$ cat src/rtl/ccio_pkg.sv
// Package for the clock conditioner input and output selection block.
// Assumes a single 200 MHz bus clock and an APB master outside.
//
// Behaviour
// - Three global outputs come from three muxes.
// - Each mux has source select, output mux, delay.
// - Core outputs mirror secondary globals, longer delay.
// - Core outputs enable independently of their globals.
// - Enabled outputs follow one of three groupings.
// - Up to three frequencies from one reference.
// - Five separate output phase delays.
// - Feedback delay advances outputs against reference.
// - Reference from global pad, core, or routed tap.
// - Power-up outputs toggle while reference is stuck.
// - Sleep asserted forces every output low.
// - Single-ended pads: first, second or third.
// - Differential pairs: pads one+two, three+regular.
// - Mux tree picks pad set or internal clock.
// - Three single, two differential, or fabric sources.
// - Unused global pads act as regular I/O.
// - Delay-only path may use any of nine pads.
// - PLL path uses only the three A pads.
// - Routed regular input adds delay over hardwired.
// - Differential sources only on large parts.
// - Source: pad, routed input, core, optional oscillators.

package ccio_pkg;

  // --------------------------------------------------------------------
  // Register map (byte offsets on APB).
  // --------------------------------------------------------------------
  localparam logic [11:0] CCIO_OFF_SRC = 12'h000;
  localparam logic [11:0] CCIO_OFF_OUT = 12'h004;
  localparam logic [11:0] CCIO_OFF_DLY_A = 12'h008;
  localparam logic [11:0] CCIO_OFF_DLY_B = 12'h00C;
  localparam logic [11:0] CCIO_OFF_DLY_C = 12'h010;
  localparam logic [11:0] CCIO_OFF_DLY_CF = 12'h014;
  localparam logic [11:0] CCIO_OFF_DLY_CS = 12'h018;
  localparam logic [11:0] CCIO_OFF_FB = 12'h01C;
  localparam logic [11:0] CCIO_OFF_STATUS = 12'h020;

  // --------------------------------------------------------------------
  // Field widths and positions.
  // --------------------------------------------------------------------
  localparam int CCIO_DLY_W = 5;       // Global output delay taps.
  localparam int CCIO_YDLY_W = 6;      // Core output delay taps, wider.
  localparam int CCIO_DIV_W = 8;       // Output divider ratios.
  localparam int CCIO_PAD_W = 9;       // Nine dedicated pad slots.

  // Source register layout.
  localparam int CCIO_SRC_KIND_LSB = 0;   // Two bits: source kind.
  localparam int CCIO_SRC_DIFF_BIT = 2;   // Differential standard.
  localparam int CCIO_SRC_PAD_LSB = 4;    // Four bits: pad slot index.
  localparam int CCIO_SRC_PLL_BIT = 8;    // PLL core used.
  localparam int CCIO_SRC_BIG_BIT = 9;    // Part allows differential.
  localparam int CCIO_SRC_OSC_BIT = 10;   // Variant has oscillators.

  // Output register layout.
  localparam int CCIO_OUT_GB_BIT = 0;
  localparam int CCIO_OUT_CF_BIT = 1;
  localparam int CCIO_OUT_GC_BIT = 2;
  localparam int CCIO_OUT_CS_BIT = 3;
  localparam int CCIO_OUT_RUN_BIT = 4;    // Software run enable.
  localparam int CCIO_OUT_DIVA_LSB = 8;
  localparam int CCIO_OUT_DIVB_LSB = 16;
  localparam int CCIO_OUT_DIVC_LSB = 24;

  // --------------------------------------------------------------------
  // Reset values.
  // --------------------------------------------------------------------
  localparam logic [31:0] CCIO_RST_SRC = 32'h0000_0000;
  localparam logic [31:0] CCIO_RST_OUT = 32'h0000_0000;
  localparam logic [7:0] CCIO_RST_DIV = 8'h00;

  // --------------------------------------------------------------------
  // Timing: power-up free-run toggle between 40 and 250 MHz.
  // --------------------------------------------------------------------
  localparam int CCIO_CLK_MHZ = 200;
  localparam int CCIO_FREE_MHZ = 40;
  // Half period of the free-run toggle, in bus cycles, rounded down.
  localparam int CCIO_FREE_HALF = CCIO_CLK_MHZ / (2 * CCIO_FREE_MHZ);
  // Reference considered stuck after this many bus cycles of no edge.
  localparam int CCIO_STUCK_CYC = 64;

  // --------------------------------------------------------------------
  // Enumerations.
  // --------------------------------------------------------------------
  typedef enum logic [1:0] {
    CCIO_SRC_PAD = 2'b00,     // Hardwired dedicated global pad.
    CCIO_SRC_ROUTED = 2'b01,  // Regular input over the routed tap.
    CCIO_SRC_CORE = 2'b10,    // Core logic signal.
    CCIO_SRC_OSC = 2'b11      // Internal RC or crystal oscillator.
  } ccio_src_e;

  typedef enum logic [1:0] {
    CCIO_GRP_ONE = 2'b00,
    CCIO_GRP_TWO = 2'b01,
    CCIO_GRP_THREE = 2'b10,
    CCIO_GRP_BAD = 2'b11
  } ccio_grp_e;

  typedef enum logic [1:0] {
    CCIO_ST_SLEEP = 2'b00,
    CCIO_ST_FREE = 2'b01,
    CCIO_ST_LOCKED = 2'b10
  } ccio_state_e;

  // Five clock outputs travel together.
  typedef struct packed {
    logic primary_global_clk;
    logic secondary1_global_clk;
    logic secondary2_global_clk;
    logic core_clk_first;
    logic core_clk_second;
  } ccio_clks_s;

endpackage : ccio_pkg

$ cat src/rtl/ccio_top.sv
// Clock conditioner selection and output logic, modelled at bus rate.
// Assumes pad and core clock inputs are slow and synchronous to pclk.
//
// The register offsets and the APB interface to the registers were decided locally.
`timescale 1ns/1ps
`default_nettype none

module ccio_top
  import ccio_pkg::*;
(
  input wire logic pclk,
  input wire logic presetn,
  input wire logic psel,
  input wire logic penable,
  input wire logic pwrite,
  input wire logic [11:0] paddr,
  input wire logic [31:0] pwdata,
  output logic [31:0] prdata,
  output logic pready,
  output logic pslverr,
  input wire logic [CCIO_PAD_W-1:0] global_pad_in,
  input wire logic regular_input_buffer,
  input wire logic core_clk_src,
  input wire logic osc_clk_in,
  input wire logic pll_sleep_n,
  output ccio_clks_s clks,
  output logic pll_locked,
  output logic [CCIO_PAD_W-1:0] pad_as_regular_io
);

  // --------------------------------------------------------------------
  // Configuration registers.
  // --------------------------------------------------------------------
  logic [31:0] src_q, src_d;           // Source selection.
  logic [31:0] out_q, out_d;           // Output enables and dividers.
  logic [CCIO_DLY_W-1:0] dly_q [3], dly_d [3];    // Global delays.
  logic [CCIO_YDLY_W-1:0] ydly_q [2], ydly_d [2]; // Core delays.
  logic [CCIO_DLY_W-1:0] fb_q, fb_d;   // Feedback advance.
  logic [31:0] prdata_q, prdata_d;
  logic pready_q, pready_d;
  logic pslverr_q, pslverr_d;
  logic wr_cfg_err;                    // Write refused while running.

  // Field views.
  ccio_src_e src_kind;
  logic src_diff, src_pll, src_big, src_osc_ok;
  logic [3:0] pad_idx;
  assign src_kind = ccio_src_e'(src_q[CCIO_SRC_KIND_LSB +: 2]);
  assign src_diff = src_q[CCIO_SRC_DIFF_BIT];
  assign pad_idx = src_q[CCIO_SRC_PAD_LSB +: 4];
  assign src_pll = src_q[CCIO_SRC_PLL_BIT];
  assign src_big = src_q[CCIO_SRC_BIG_BIT];
  assign src_osc_ok = src_q[CCIO_SRC_OSC_BIT];

  logic run;
  assign run = out_q[CCIO_OUT_RUN_BIT];

  // --------------------------------------------------------------------
  // Pad legality and reference mux tree.
  // --------------------------------------------------------------------
  logic cfg_ok;       // Current selection is a legal one.
  logic ref_sel;      // Selected reference level.
  logic [CCIO_PAD_W-1:0] pad_claim;

  // Legality of the pad choice; an illegal choice keeps outputs low.
  always_comb begin
    cfg_ok = 1'b1;
    pad_claim = '0;
    ref_sel = 1'b0;
    case (src_kind)
      CCIO_SRC_PAD: begin
        if (pad_idx > 4'd8) begin
          cfg_ok = 1'b0;
        end else if (src_pll && pad_idx > 4'd2) begin
          cfg_ok = 1'b0;
        end else if (src_diff) begin
          // Pads pair within a group: slot 0 with 1, slot 2 with regular.
          if (!src_big) begin
            cfg_ok = 1'b0;
          end else if (pad_idx % 4'd3 == 4'd1) begin
            cfg_ok = 1'b0;
          end
        end
        if (cfg_ok) begin
          pad_claim[pad_idx] = 1'b1;
          if (src_diff && pad_idx % 4'd3 == 4'd0) begin
            pad_claim[pad_idx + 4'd1] = 1'b1;
          end
          ref_sel = global_pad_in[pad_idx];
        end
      end
      CCIO_SRC_ROUTED: begin
        ref_sel = regular_input_buffer;
      end
      CCIO_SRC_CORE: begin
        ref_sel = core_clk_src;
      end
      CCIO_SRC_OSC: begin
        cfg_ok = src_osc_ok;
        ref_sel = src_osc_ok & osc_clk_in;
      end
      default: begin
        cfg_ok = 1'b0;
      end
    endcase
  end

  // --------------------------------------------------------------------
  // Routed path delay stage and reference edge tracking.
  // --------------------------------------------------------------------
  logic ref_q, ref_d;       // Reference after path delay.
  logic routed_q, routed_d; // Extra stage for the routed input.
  logic [6:0] idle_q, idle_d;
  logic ref_rise;

  // The routed regular input gets one extra register stage: slower path.
  always_comb begin
    routed_d = ref_sel;
    ref_d = (src_kind == CCIO_SRC_ROUTED) ? routed_q : ref_sel;
    idle_d = idle_q;
    if (ref_d != ref_q) begin
      idle_d = '0;
    end else if (idle_q != 7'(CCIO_STUCK_CYC)) begin
      idle_d = idle_q + 7'd1;
    end
  end
  assign ref_rise = ref_d & ~ref_q;

  // --------------------------------------------------------------------
  // Output generation: three shared dividers, per-output phase delay.
  // --------------------------------------------------------------------
  ccio_state_e st_q, st_d;
  logic locked_q; // Lock flag, kept in a flop so the pin is glitch free.
  logic [CCIO_DIV_W-1:0] div_cnt_q [3], div_cnt_d [3];
  logic [2:0] div_clk_q, div_clk_d;    // Up to three different frequencies.
  logic [3:0] free_cnt_q, free_cnt_d;
  logic free_clk_q, free_clk_d;
  logic [63:0] tap_q [5], tap_d [5];   // Phase delay lines.
  logic [4:0] en;                      // Grouped enables.
  ccio_clks_s clks_q, clks_d;
  logic [4:0] raw;
  logic [4:0] dly_out;

  // Grouping check: no secondary-2 without secondary-1 pair.
  always_comb begin
    en = 5'b00001;
    if (out_q[CCIO_OUT_GB_BIT] | out_q[CCIO_OUT_CF_BIT]) begin
      en[1] = out_q[CCIO_OUT_GB_BIT];
      en[3] = out_q[CCIO_OUT_CF_BIT];
      en[2] = out_q[CCIO_OUT_GC_BIT];
      en[4] = out_q[CCIO_OUT_CS_BIT];
    end
  end

  // State: sleep forces low, free-run while reference stuck, else lock.
  always_comb begin
    st_d = st_q;
    if (!pll_sleep_n || !run || !cfg_ok) begin
      st_d = CCIO_ST_SLEEP;
    end else if (idle_q == 7'(CCIO_STUCK_CYC)) begin
      st_d = CCIO_ST_FREE;
    end else begin
      st_d = CCIO_ST_LOCKED;
    end
  end

  // Dividers count reference rising edges; divide by 2*(ratio+1).
  always_comb begin
    for (int i = 0; i < 3; i++) begin
      div_cnt_d[i] = div_cnt_q[i];
      div_clk_d[i] = div_clk_q[i];
      if (st_q != CCIO_ST_LOCKED) begin
        div_cnt_d[i] = '0;
        div_clk_d[i] = 1'b0;
      end else if (ref_rise) begin
        if (div_cnt_q[i] == out_q[CCIO_OUT_DIVA_LSB + 8*i +: 8]) begin
          div_cnt_d[i] = '0;
          div_clk_d[i] = ~div_clk_q[i];
        end else begin
          div_cnt_d[i] = div_cnt_q[i] + 8'd1;
        end
      end
    end
    free_cnt_d = free_cnt_q + 4'd1;
    free_clk_d = free_clk_q;
    if (free_cnt_q == 4'(CCIO_FREE_HALF - 1)) begin
      free_cnt_d = '0;
      free_clk_d = ~free_clk_q;
    end
  end

  // Each output's source: core twins copy the secondary dividers.
  always_comb begin
    raw = {div_clk_q[2], div_clk_q[1], div_clk_q[2], div_clk_q[1],
           div_clk_q[0]};
    if (st_q == CCIO_ST_FREE) begin
      raw = {5{free_clk_q}};
    end
    for (int k = 0; k < 5; k++) begin
      tap_d[k] = {tap_q[k][62:0], raw[k]};
    end
    // Feedback advance shortens every line by the same amount.
    dly_out[0] = tap_q[0][6'(CCIO_DLY_W'(dly_q[0] - fb_q))];
    dly_out[1] = tap_q[1][6'(CCIO_DLY_W'(dly_q[1] - fb_q))];
    dly_out[2] = tap_q[2][6'(CCIO_DLY_W'(dly_q[2] - fb_q))];
    dly_out[3] = tap_q[3][ydly_q[0] - 6'(fb_q)];
    dly_out[4] = tap_q[4][ydly_q[1] - 6'(fb_q)];
    clks_d = '0;
    if (st_q != CCIO_ST_SLEEP && pll_sleep_n) begin
      clks_d.primary_global_clk = dly_out[0] & en[0];
      clks_d.secondary1_global_clk = dly_out[1] & en[1];
      clks_d.secondary2_global_clk = dly_out[2] & en[2];
      clks_d.core_clk_first = dly_out[3] & en[3];
      clks_d.core_clk_second = dly_out[4] & en[4];
    end
  end

  // --------------------------------------------------------------------
  // APB slave: zero-wait, registered answer.
  // --------------------------------------------------------------------
  // Config writes are refused while running so clocks never glitch.
  assign wr_cfg_err = run && (paddr != CCIO_OFF_OUT);

  always_comb begin
    src_d = src_q;
    out_d = out_q;
    dly_d = dly_q;
    ydly_d = ydly_q;
    fb_d = fb_q;
    prdata_d = prdata_q;
    pready_d = 1'b0;
    pslverr_d = 1'b0;
    if (psel && !penable) begin
      pready_d = 1'b1;
      prdata_d = '0;
      if (pwrite) begin
        if (wr_cfg_err) begin
          pslverr_d = 1'b1;
        end else begin
          case (paddr)
            CCIO_OFF_SRC: src_d = {21'h0, pwdata[10:0]};
            CCIO_OFF_OUT: begin
              // Only the run bit may change while running.
              if (run) begin
                out_d[CCIO_OUT_RUN_BIT] = pwdata[CCIO_OUT_RUN_BIT];
              end else begin
                out_d = pwdata;
              end
            end
            CCIO_OFF_DLY_A: dly_d[0] = pwdata[CCIO_DLY_W-1:0];
            CCIO_OFF_DLY_B: dly_d[1] = pwdata[CCIO_DLY_W-1:0];
            CCIO_OFF_DLY_C: dly_d[2] = pwdata[CCIO_DLY_W-1:0];
            CCIO_OFF_DLY_CF: ydly_d[0] = pwdata[CCIO_YDLY_W-1:0];
            CCIO_OFF_DLY_CS: ydly_d[1] = pwdata[CCIO_YDLY_W-1:0];
            CCIO_OFF_FB: fb_d = pwdata[CCIO_DLY_W-1:0];
            default: pslverr_d = 1'b1;
          endcase
        end
      end else begin
        case (paddr)
          CCIO_OFF_SRC: prdata_d = src_q;
          CCIO_OFF_OUT: prdata_d = out_q;
          CCIO_OFF_DLY_A: prdata_d = 32'(dly_q[0]);
          CCIO_OFF_DLY_B: prdata_d = 32'(dly_q[1]);
          CCIO_OFF_DLY_C: prdata_d = 32'(dly_q[2]);
          CCIO_OFF_DLY_CF: prdata_d = 32'(ydly_q[0]);
          CCIO_OFF_DLY_CS: prdata_d = 32'(ydly_q[1]);
          CCIO_OFF_FB: prdata_d = 32'(fb_q);
          CCIO_OFF_STATUS: prdata_d = {27'h0, en[4:1], cfg_ok} |
                                      {24'h0, 6'h0, st_q} << 5;
          default: pslverr_d = 1'b1;
        endcase
      end
    end else if (psel && penable) begin
      pready_d = 1'b0;
    end
  end

  // --------------------------------------------------------------------
  // All registers.
  // --------------------------------------------------------------------
  always_ff @(posedge pclk or negedge presetn) begin
    if (!presetn) begin
      src_q <= CCIO_RST_SRC;
      out_q <= CCIO_RST_OUT;
      dly_q <= '{default: '0};
      ydly_q <= '{default: '0};
      fb_q <= '0;
      prdata_q <= '0;
      pready_q <= 1'b0;
      pslverr_q <= 1'b0;
      ref_q <= 1'b0;
      routed_q <= 1'b0;
      idle_q <= '0;
      st_q <= CCIO_ST_SLEEP;
      locked_q <= 1'b0;
      div_cnt_q <= '{default: CCIO_RST_DIV};
      div_clk_q <= '0;
      free_cnt_q <= '0;
      free_clk_q <= 1'b0;
      tap_q <= '{default: '0};
      clks_q <= '0;
      pad_as_regular_io <= '1;
    end else begin
      src_q <= src_d;
      out_q <= out_d;
      dly_q <= dly_d;
      ydly_q <= ydly_d;
      fb_q <= fb_d;
      prdata_q <= prdata_d;
      pready_q <= pready_d;
      pslverr_q <= pslverr_d;
      ref_q <= ref_d;
      routed_q <= routed_d;
      idle_q <= idle_d;
      st_q <= st_d;
      locked_q <= (st_d == CCIO_ST_LOCKED);
      div_cnt_q <= div_cnt_d;
      div_clk_q <= div_clk_d;
      free_cnt_q <= free_cnt_d;
      free_clk_q <= free_clk_d;
      tap_q <= tap_d;
      clks_q <= clks_d;
      pad_as_regular_io <= ~pad_claim;
    end
  end

  assign prdata = prdata_q;
  assign pready = pready_q;
  assign pslverr = pslverr_q;
  assign clks = clks_q;
  assign pll_locked = locked_q;

endmodule : ccio_top

`default_nettype wire

$ cat config.mk
export PLATFORM = sky130hd
export DESIGN_NAME = ccio_top
export DESIGN_NICKNAME = d
export VERILOG_FILES = /design/src/rtl/ccio_pkg.sv /design/src/rtl/ccio_top.sv
export SDC_FILE = /design/constraint.sdc
export NUM_CORES = 1
export LEC_CHECK = 0
export ABC_AREA = 1
export BUFFER_PORTS_ARGS = -buffer_cell sky130_fd_sc_hd__buf_2
export CORE_MARGIN = 4
export CORE_UTILIZATION = 50
export DETAILED_ROUTE_END_ITERATION = 16
export PLACE_DENSITY_LB_ADDON = 0.08
export SLEW_MARGIN = 5
export SYNTH_ARGS = -nofsm -noshare
export SYNTH_HDL_FRONTEND = slang
export SYNTH_SLANG_ARGS = --single-unit
export TNS_END_PERCENT = 5
$ cat constraint.sdc
create_clock -name pclk -period 5.9 [get_ports pclk]
set_input_delay 1.18 -clock pclk [delete_from_list [all_inputs] [get_ports pclk]]
set_output_delay 1.18 -clock pclk [all_outputs]
set_load 0.005 [all_outputs]
==> flow_metrics.tcl, run 1 <==
set metrics [dict create \
    status "finished clean" \
    cts_hold_buf 0 \
    synthTopCellsByArea "dfrtp_1 (53%), nand2_1 (8.5%), o21ai_0 (4.3%)" \
    port_buffers 110 \
    synth_flop_cell "dfrtp_1" \
    routed_via_density 5.40 \
    h-tree-depth 2 \
    worst_pin_slew_ns 1.16 \
    hpwl_mm 25.6 \
    final_area_um2 17200 \
    synth_edf_count 0 \
    root_buffer "clkbuf_16" \
    die-width_um 181 \
    cp-startpoint "src_q[7]" \
    slew_viol_final 0 \
    crit_type "reg -> reg" \
    numCtsBuffers 37 \
    synthArstFlopShare 1.00 \
    min_path_type "reg -> reg" \
    power.leakage_nw 8.28 \
    vias 11500 \
    diodes 0 \
    grt_pass1_wl_mm 60.9 \
    placed_area_um2 15900 \
    wire_per_inst_um 17.2 \
    clock_sinks 326 \
    ys.warnings.count 0 \
    setup_viol 0 \
    grt_pass1_vias 11500 \
    rsz0062_at_grt "no" \
    initial_core_util 0.506 \
    fin_skew_ns 0.0106 \
    required_ns 6.28 \
    gr-total-overflow 0 \
    antenna_found_initial 1 \
    synth_top_area_frac 0.529 \
    synth_cell_type_count 57 \
    nets 1806 \
    syn_to_final_growth_pct 14.7 \
    p_per_area_nw_per_um2 280 \
    min_period_over_period 0.732 \
    dr.pass1.iters 5 \
    cp_common_cell "nand2_1" \
    r2r_start "src_q[7]" \
    ff2ff_setup_slack_ns 1.58 \
    r2r_cells 27 \
    worstHoldStart "tap_d[101]" \
    tns_ns 0 \
    cap_violations 0 \
    cts_max_path_buffers 3 \
    clk_latency_ns 0.52 \
    core_area_um2 29600 \
    post-cts-setup-buffers 0 \
    cpPeakStageDelay_ns 0.60 \
    cp_num_cells 27 \
    period_needed_ns 4.32 \
    place_congestion 0.968 \
    drtIter0Drc 777 \
    syn_area_um2 15000 \
    ant_nets 0 \
    cts.clk_slew.worst_paths_ns 0.06 \
    synth_nets 1700 \
    slowest_stage "nor2_1" \
    cts_tree "built" \
    die_area_um2 32800 \
    path_buf_inv 3 \
    ys_ff_latch 326 \
    crit_arrival_ns 4.71 \
    synth_commonest_cells "nand2_1 (339), dfrtp_1 (317), inv_1 (159)" \
    die_height_um 181 \
    synthCells 1597 \
    grt_max_degree 118 \
    relSlewSlack 0.226 \
    fmax_mhz 231 \
    wl_mm 36.6 \
    synth-seq-area-share 0.545 \
    cp-start-kind "flip-flop" \
    cp_top_family "simple AND/OR/NAND/NOR gates" \
    peakVddDrop_mv 0.217 \
    post_cts_resized 0 \
    yosysMostFrequentCell "nand2_1" \
    syn_avg_cell_area_um2 9.39 \
    row_count 63 \
    end_kind "flip-flop" \
    crit_fanout 17 \
    track_usage 0.225 \
    yosysTopAreaCell "dfrtp_1" \
    io-pin-count 111 \
    hold_depth 0 \
    drive_above_1_share 0.154 \
    post-route-drc-count 0 \
    hold_viol_final 0 \
]
## worst reg2reg max path, delay by kind of cell, from the launching register on
kind | cells | cell delay (ns)
compound gates | 1 | 0.07
fa+ha+maj | 4 | 0.90
simple gates | 18 | 2.19
xor+xnor | 1 | 0.14
flops | 1 | 0.47
buf+inv | 3 | 0.43
## path summary, 6_finish.rpt
path / end
hold reg to reg: tap_d[102]
min in group asynchronous: tap_d[61]
setup / recovery: div_cnt_q[14]
hold / removal: tap_d[102]
setup reg to reg: div_cnt_q[14]
max in group asynchronous: out_q[21]
## layer usage
layer,track usage,share of wire
met1,0.327,0.47
met2,0.355,0.46
met3,0.0415,0.050
met4,0.0507,0.021
met5,0,0.00038
## kinds of logic (layout without fill, tap and decap cells)
kind of cell / count (synthesis) / count (layout) / share of synthesized area
AOI/OAI and AO/OA: 349 / 349 / 0.138
xor gates and xnor gates: 47 / 47 / 0.0275
adders and majority gates: 41 / 41 / 0.0367
buffers and inverters: 224 / 359 / 0.0586
DFF: 326 / 326 / 0.545
muxes: 39 / 39 / 0.0285
and+or+nand+nor: 571 / 571 / 0.166
## sequential cells by signal, summed over array words and instances, names as in the netlist
| signal | cells |
|---|---|
| pslverr | 1 |
| dly_q | 15 |
| clks | 5 |
| ref_q | 1 |
| out_q | 32 |
| free_clk_q | 1 |
| tap_d | 158 |
| div_clk_q | 3 |
| pll_locked | 1 |
| pready | 1 |
| pad_as_regular_io | 9 |
| routed_q | 1 |
| free_cnt_q | 4 |
| ydly_q | 12 |
| fb_q | 5 |
| div_cnt_q | 24 |
| src_q | 11 |
| idle_q | 7 |
| tap_q | 2 |
| st_q | 1 |
| prdata | 32 |
## power by group
group | internal [mW] | switching (mW) | total, mW
sequential | 2.24 | 0.00483 | 2.25
combinational | 0.0329 | 0.0955 | 0.128
clock | 1.52 | 0.925 | 2.44
## cell type report
type	instances	area [µm²]
Timing Repair Buffer	120	636
Clock buffer	53	1090
Tap cell	390	488
Fill cell	2680	12400
Multi-Input combinational cell	1047	5950
Sequential cell	326	8170
Clock inverter	15	223
Inverter	171	642
## per-stage QoR
step / std cells / util / setup slack [ns] / hold slack, ns / total power, mW
3_3_place_gp: 2054 / 0.536 / 1.78 / 0.353 / 2.42
5_1_grt: 2122 / 0.580 / 1.10 / 0.371 / 4.99
2_1_floorplan: 1597 / - / 2.64 / 0.349 / 2.33
6_report: 2122 / 0.580 / 1.58 / 0.364 / 4.82
4_1_cts: 2122 / 0.580 / 1.58 / 0.367 / 4.87
3_5_place_dp: 2054 / 0.536 / 1.58 / 0.357 / 2.42
## cells in the final DEF (no fill, tap or decap), drive strengths merged, types with 2 or more instances in the layout
| cell | instances |
|---|---|
| nor2 | 98 |
| clkinvlp | 3 |
| dfrtp | 317 |
| bufinv | 5 |
| mux2i | 10 |
| mux2 | 29 |
| nor4 | 6 |
| buf | 120 |
| clkbuf | 53 |
| nand4 | 23 |
| o211ai | 30 |
| inv | 171 |
| dfstp | 9 |
| o21a | 2 |
| xnor2 | 27 |
| a211oi | 4 |
| nor3 | 15 |
| nor3b | 2 |
| xor2 | 20 |
| a32o | 11 |
| nand2 | 345 |
| a22oi | 3 |
| clkinv | 7 |
| ha | 36 |
| a311oi | 3 |
| nand3 | 79 |
| a221oi | 8 |
| o22ai | 10 |
| a32oi | 9 |
| a21oi | 97 |
| o21ai | 157 |
| o31ai | 8 |
| and3 | 2 |
| fa | 5 |
Note: power is estimated with default switching activity, not from simulation.
==> run 2: changes to the inputs <==
ABC_AREA = 0   (was 1)
clock period = 3.7 ns   (was 5.9 ns; I/O delays follow)
==> run 2 against run 1 <==
  * Cell count is 22% lower
  * Non-clock buffer count up 32
  * Die area shrank 2.0%
  * Worst setup slack worse by 1.5 ns
  * Sequential power rose by 62%
  * Critical path depth shrank 8
  * Fmax grew 20%
  * Combinational power grew to 2.5 times the previous value
==> flow_metrics.tcl, run 2 <==
set metrics [dict create \
    status "finished clean" \
    drtIter0Drc 584 \
    synth_edf_count 0 \
    h-tree-depth 2 \
    ff2ff_setup_slack_ns 0.09 \
    root_buffer "clkbuf_16" \
    fillers 2325 \
    gr-total-overflow 0 \
    crit_type "reg -> reg" \
    worst_pin_slew_ns 0.712 \
    grt_pass1_vias 9661 \
    regArea_um2 8170 \
    cts_hold_buf 0 \
    synthArstFlopShare 1.00 \
    crit_arrival_ns 3.98 \
    clk_latency_ns 0.52 \
    post-route-drc-count 0 \
    utilization 0.595 \
    required_ns 4.08 \
    largest_reg_flops 158 \
    placed_area_um2 15900 \
    r2r-end "div_cnt_q[14]" \
    synthTopCellsByArea "dfrtp_1 (54%), mux4_2 (11%), mux2_2 (5.1%)" \
    syn_avg_cell_area_um2 13.4 \
    multiInputGateArea_um2 6320 \
    relSlewSlack 0.525 \
    row_count 62 \
    tns_ns 0 \
    crit_fanout 6 \
    numCtsBuffers 36 \
    power.leakage_nw 8.16 \
    slew_viol_final 0 \
    diodes 0 \
    wl_mm 32.3 \
    fin_ws_ns 0.0948 \
    place_congestion 0.826 \
    vias 9352 \
    cts_max_path_buffers 3 \
    die-width_um 179 \
    die_height_um 179 \
    track_usage 0.209 \
    grt_pass1_wl_mm 52.9 \
    die_area_um2 32200 \
    p_per_area_nw_per_um2 430 \
    grt_max_degree 94 \
    core_area_um2 28900 \
    dr.pass1.iters 5 \
    rsz0062_at_grt "yes" \
    ant_nets 0 \
    synth_flop_cell "dfrtp_1" \
    min_path_type "in -> async" \
    r2r_cells 19 \
    synth_top_area_frac 0.540 \
    nets 1346 \
    cts.clk_slew.worst_paths_ns 0.06 \
    yosysMostFrequentCell "dfrtp_1" \
    ys.warnings.count 0 \
    hold_ws_ns 0.169 \
    slowest_stage "dfrtp_1" \
    cts_tree "built" \
    io-pin-count 111 \
    end_kind "flip-flop" \
    final_common_cell "dfrtp_1" \
    synth_commonest_cells "dfrtp_1 (317), mux4_2 (71), nand2_1 (68)" \
    synth-seq-area-share 0.556 \
    hold_viol_final 0 \
    routed_via_density 5.66 \
    syn_to_final_growth_pct 16.9 \
    fmax_mhz 277 \
    place_ws_ns -0.0439 \
    clock_sinks 326 \
    cpPeakStageDelay_ns 0.38 \
    synth_nets 1197 \
    final_cell_mix "dfrtp_1 (316), buf_2 (109), mux4_2 (71)" \
    wire_per_inst_um 19.6 \
    antenna_found_initial 1 \
    setup_viol 0 \
    synthCells 1094 \
    syn_area_um2 14700 \
    ys_ff_latch 326 \
    hpwl_mm 22.5 \
    port_buffers 110 \
    final_area_um2 17200 \
    yosysTopAreaCell "dfrtp_1" \
    cap_violations 0 \
    peakVddDrop_mv 0.344 \
    initial_core_util 0.509 \
    cp-start-kind "flip-flop" \
    synth_cell_type_count 76 \
    r2r_start "src_q[7]" \
    period_needed_ns 3.61 \
    min_period_over_period 0.974 \
    drive_above_1_share 0.304 \
    fin_skew_ns 0.0186 \
    crit_chain "nand2b_4, inv_4, ha_1, inv_2, ha_4, o211ai_1, o21ai_1, ha_2, o31a_1, a2111o_1, a311o_1, o2111ai_2, a21oi_2, ha_2, nand2b_4, and4_1, nand3_1, xor2_1, a21oi_1" \
]
## run 2: cell count changes after synthesis, sizes merged, moves of 13 or more
cell / before / now
nand2: 345 / 69
inv: 169 / 33
o21ai: 157 / 59
mux4: 0 / 71
a21oi: 97 / 35
nor2: 98 / 36
nand3: 79 / 29
mux2: 29 / 67
o211ai: 30 / 5
xnor2: 27 / 51
a22o: 0 / 23
nand2b: 0 / 17
nor2b: 0 / 13
## run 2: what timing repair did
action,in CTS,in global routing
resized for setup,3,10
gates cloned,0,1
setup endpoints to repair,3,22
pin swaps,0,8
setup buffers,0,3
## run 2: per-stage QoR
step                cells  power [mW]
finish               1652        7.38
global route         1652        7.70
CTS                  1648        7.48
detailed placement   1585        4.04
global placement     1585        4.04
floorplan            1094        3.88
## run 2: kinds of logic after synthesis
logic type	Yosys count	share of synthesized area
and+or+nand+nor	240	0.0880
adders and majority gates	41	0.0375
AOI/OAI and AO/OA	199	0.0918
DFF	326	0.556
xor gates and xnor gates	64	0.0382
muxes	149	0.168
buffers and inverters	75	0.0205
## run 2: cell type report
class                           count  area share
Clock buffer                       52      0.0620
Inverter                           33     0.00736
Sequential cell                   326       0.476
Clock inverter                     11     0.00445
Timing Repair Buffer              152      0.0539
Multi-Input combinational cell    694       0.368
Tap cell                          384      0.0280
## run 2: critical path, delay by kind of cell (launching register included)
kind | cells | cell delay [ns]
xor gates and xnor gates | 1 | 0.15
buffers and inverters | 2 | 0.10
and+or+nand+nor | 4 | 0.67
DFF | 1 | 0.38
AOI/OAI and AO/OA | 8 | 1.43
adders and majority gates | 4 | 0.74
## run 2: worst max-delay path by stage
| stage | from | endpoint | cells after the start |
|---|---|---|---|
| 2_1_floorplan | src_q[6] | div_cnt_q[22] | 20 |
| 3_5_place_dp | src_q[7] | div_cnt_q[6] | 19 |
| 5_1_grt | src_q[7] | div_cnt_q[14] | 19 |
| 4_1_cts | src_q[6] | div_cnt_q[6] | 18 |
| 6_report | src_q[7] | div_cnt_q[14] | 19 |
| 3_3_place_gp | src_q[6] | div_cnt_q[6] | 18 |
## run 2: routing by layer
metal,vias to the layer above,track usage,routed length [µm]
met3,44,0.0388,1590
met5,-,0,20
li1,4333,-,-
met1,4755,0.303,14900
met2,218,0.332,15100
met4,2,0.0498,689
## run 2: power by group
group          total (mW)  leakage (nW)  internal (mW)  switching (mW)
clock network        3.41         0.552           2.00            1.40
registers            3.65          4.45           3.61          0.0420
logic               0.324          3.16          0.137           0.187
total                7.38          8.16           5.75            1.63
==> run 3: changes to the inputs <==
ABC_AREA = 1   (was 0)
==> run 3 against run 2 <==
  * First-iteration DRC count up 21%
  * Clock-buffer cell count down 3
  * Clock skew about the same
  * Cell area up 1.4%
  * Register-to-register slack better by 0.24 ns
  * Total power up 3.6%
  * Clock power up 13%
  * Via count up 23%
  * Highest routed layer is now met4
==> flow_metrics.tcl, run 3 (synthesis results as in run 1) <==
set metrics [dict create \
    status "finished clean" \
    setup_viol 0 \
    crit_arrival_ns 3.80 \
    initial_core_util 0.506 \
    end_kind "flip-flop" \
    antenna_found_initial 0 \
    io-pin-count 111 \
    cts_tree "built" \
    clockPowerShare 0.503 \
    p_sw_mw 1.61 \
    wl_mm 37.0 \
    port_buffers 110 \
    cap_violations 0 \
    syn_to_final_growth_pct 16.1 \
    final_common_cell "nand2_1" \
    gr-total-overflow 0 \
    ant_nets 0 \
    crit_type "reg -> reg" \
    diodes 0 \
    power.leakage_nw 8.40 \
    core_area_um2 29600 \
    slew_viol_final 0 \
    nets 1829 \
    seq_power_share 0.468 \
    die_area_um2 32800 \
    fillers 2615 \
    hold_viol_final 0 \
    place_congestion 0.971 \
    grt_pass1_wl_mm 61.2 \
    multiInputGateArea_um2 5990 \
    fin_skew_ns 0.0186 \
    final_cell_mix "nand2_1 (338), dfrtp_1 (316), inv_1 (159)" \
    power_mw 7.65 \
    vias 11500 \
    relSlewSlack 0.401 \
    worst_pin_slew_ns 0.898 \
    peakVddDrop_mv 0.331 \
    track_usage 0.226 \
    regArea_um2 8170 \
    hpwl_mm 26.0 \
    intPower_mw 6.04 \
    h-tree-depth 2 \
    cp-start-kind "flip-flop" \
    p_per_area_nw_per_um2 439 \
    grt_max_degree 110 \
    dp_cells 2070 \
    grt_pass1_vias 11400 \
    numCtsBuffers 37 \
    min_period_over_period 0.909 \
    cts.clk_slew.worst_paths_ns 0.06 \
    wire_per_inst_um 17.3 \
    clk_latency_ns 0.52 \
    p_sw_frac 0.210 \
    dr.pass1.iters 5 \
    root_buffer "clkbuf_16" \
    drtIter0Drc 707 \
    rsz0062_at_grt "yes" \
    drive_above_1_share 0.169 \
    routed_via_density 5.38 \
    clock_sinks 326 \
    die_height_um 181 \
    instances_no_fill 2141 \
    die-width_um 181 \
    post-route-drc-count 0 \
    fmax_mhz 297 \
    min_path_type "in -> async" \
    combPwrFrac 0.028 \
    required_ns 4.13 \
    period_needed_ns 3.36 \
    largest_reg_flops 158 \
    crit_fanout 8 \
    row_count 63 \
    cts_max_path_buffers 3 \
]
[run 3: final cells by class]
type,count,share of cell area
Clock inverter,15,0.0136
Clock buffer,49,0.0599
Tap cell,390,0.0280
Timing Repair Buffer,143,0.0486
Multi-Input combinational cell,1047,0.344
Inverter,171,0.0369
Sequential cell,326,0.469
[run 3: timing repair]
action | 4_1_cts | 5_1_grt
setup buffers | 0 | 7
resized for setup | 0 | 11
endpoints found under the setup margin | 0 | 22
hold buffers | 0 | 0
[run 3: final timing paths]
check / to / from / slack [ns] / cells past startpoint
min in group pclk: tap_d[123] / tap_d[122] / 0.37 / 0
worst min-delay path: tap_d[10] / presetn / 0.30 / 1
max in group asynchronous: pad_as_regular_io[8] / presetn / 2.49 / 2
worst min register to register: tap_d[123] / tap_d[122] / 0.37 / 0
worst max-delay path: div_cnt_q[15] / src_q[6] / 0.34 / 27
worst max register to register: div_cnt_q[15] / src_q[6] / 0.34 / 27
[run 3: metrics by stage]
step                TNS, ns  setup slack, ns  hold WS [ns]  area (µm²)  utilization
floorplan                 0            0.445         0.349       15000            -
global placement          0            0.195         0.355       16000        0.541
detailed placement        0           0.0530         0.357       16000        0.541
CTS                       0           0.0717         0.337       17300        0.584
global route        -0.0396          -0.0269         0.357       17400        0.588
finish                    0            0.335         0.304       17400        0.588
[run 3: routing by layer]
layer	track usage	vias up	wire length [µm]
met1	0.335	5592	17600
li1	-	5618	-
met4	0.0507	0	751
met2	0.353	264	17000
met5	0	-	0
met3	0.0397	53	1760
[run 3: critical path: stages, from the launching register on]
cell	delay (ns)
dfrtp_1	0.39
inv_2	0.12
nor2_4	0.04
ha_1	0.17
inv_1	0.05
ha_2	0.20
inv_1	0.07
nand2_1	0.07
nand2_2	0.08
ha_4	0.17
inv_1	0.06
nand2_1	0.08
nor2_1	0.13
nor2_1	0.07
nor2_2	0.14
nand3_2	0.10
nand2_1	0.09
o22ai_2	0.07
nand2_1	0.07
nand2_1	0.09
ha_4	0.20
nor2_2	0.14
buf_4	0.18
nor2_1	0.07
nand2_1	0.07
nor2_1	0.07
and3_1	0.15
nor3_1	0.16
[run 3: power by group through the flow]
stage | clock network [mW] | registers, mW | logic, mW
global route | 4.09 | 3.58 | 0.249
finish | 3.85 | 3.58 | 0.215
CTS | 3.93 | 3.58 | 0.221
floorplan | 0 | 3.65 | 0.0676
detailed placement | 0 | 3.65 | 0.220
global placement | 0 | 3.65 | 0.218
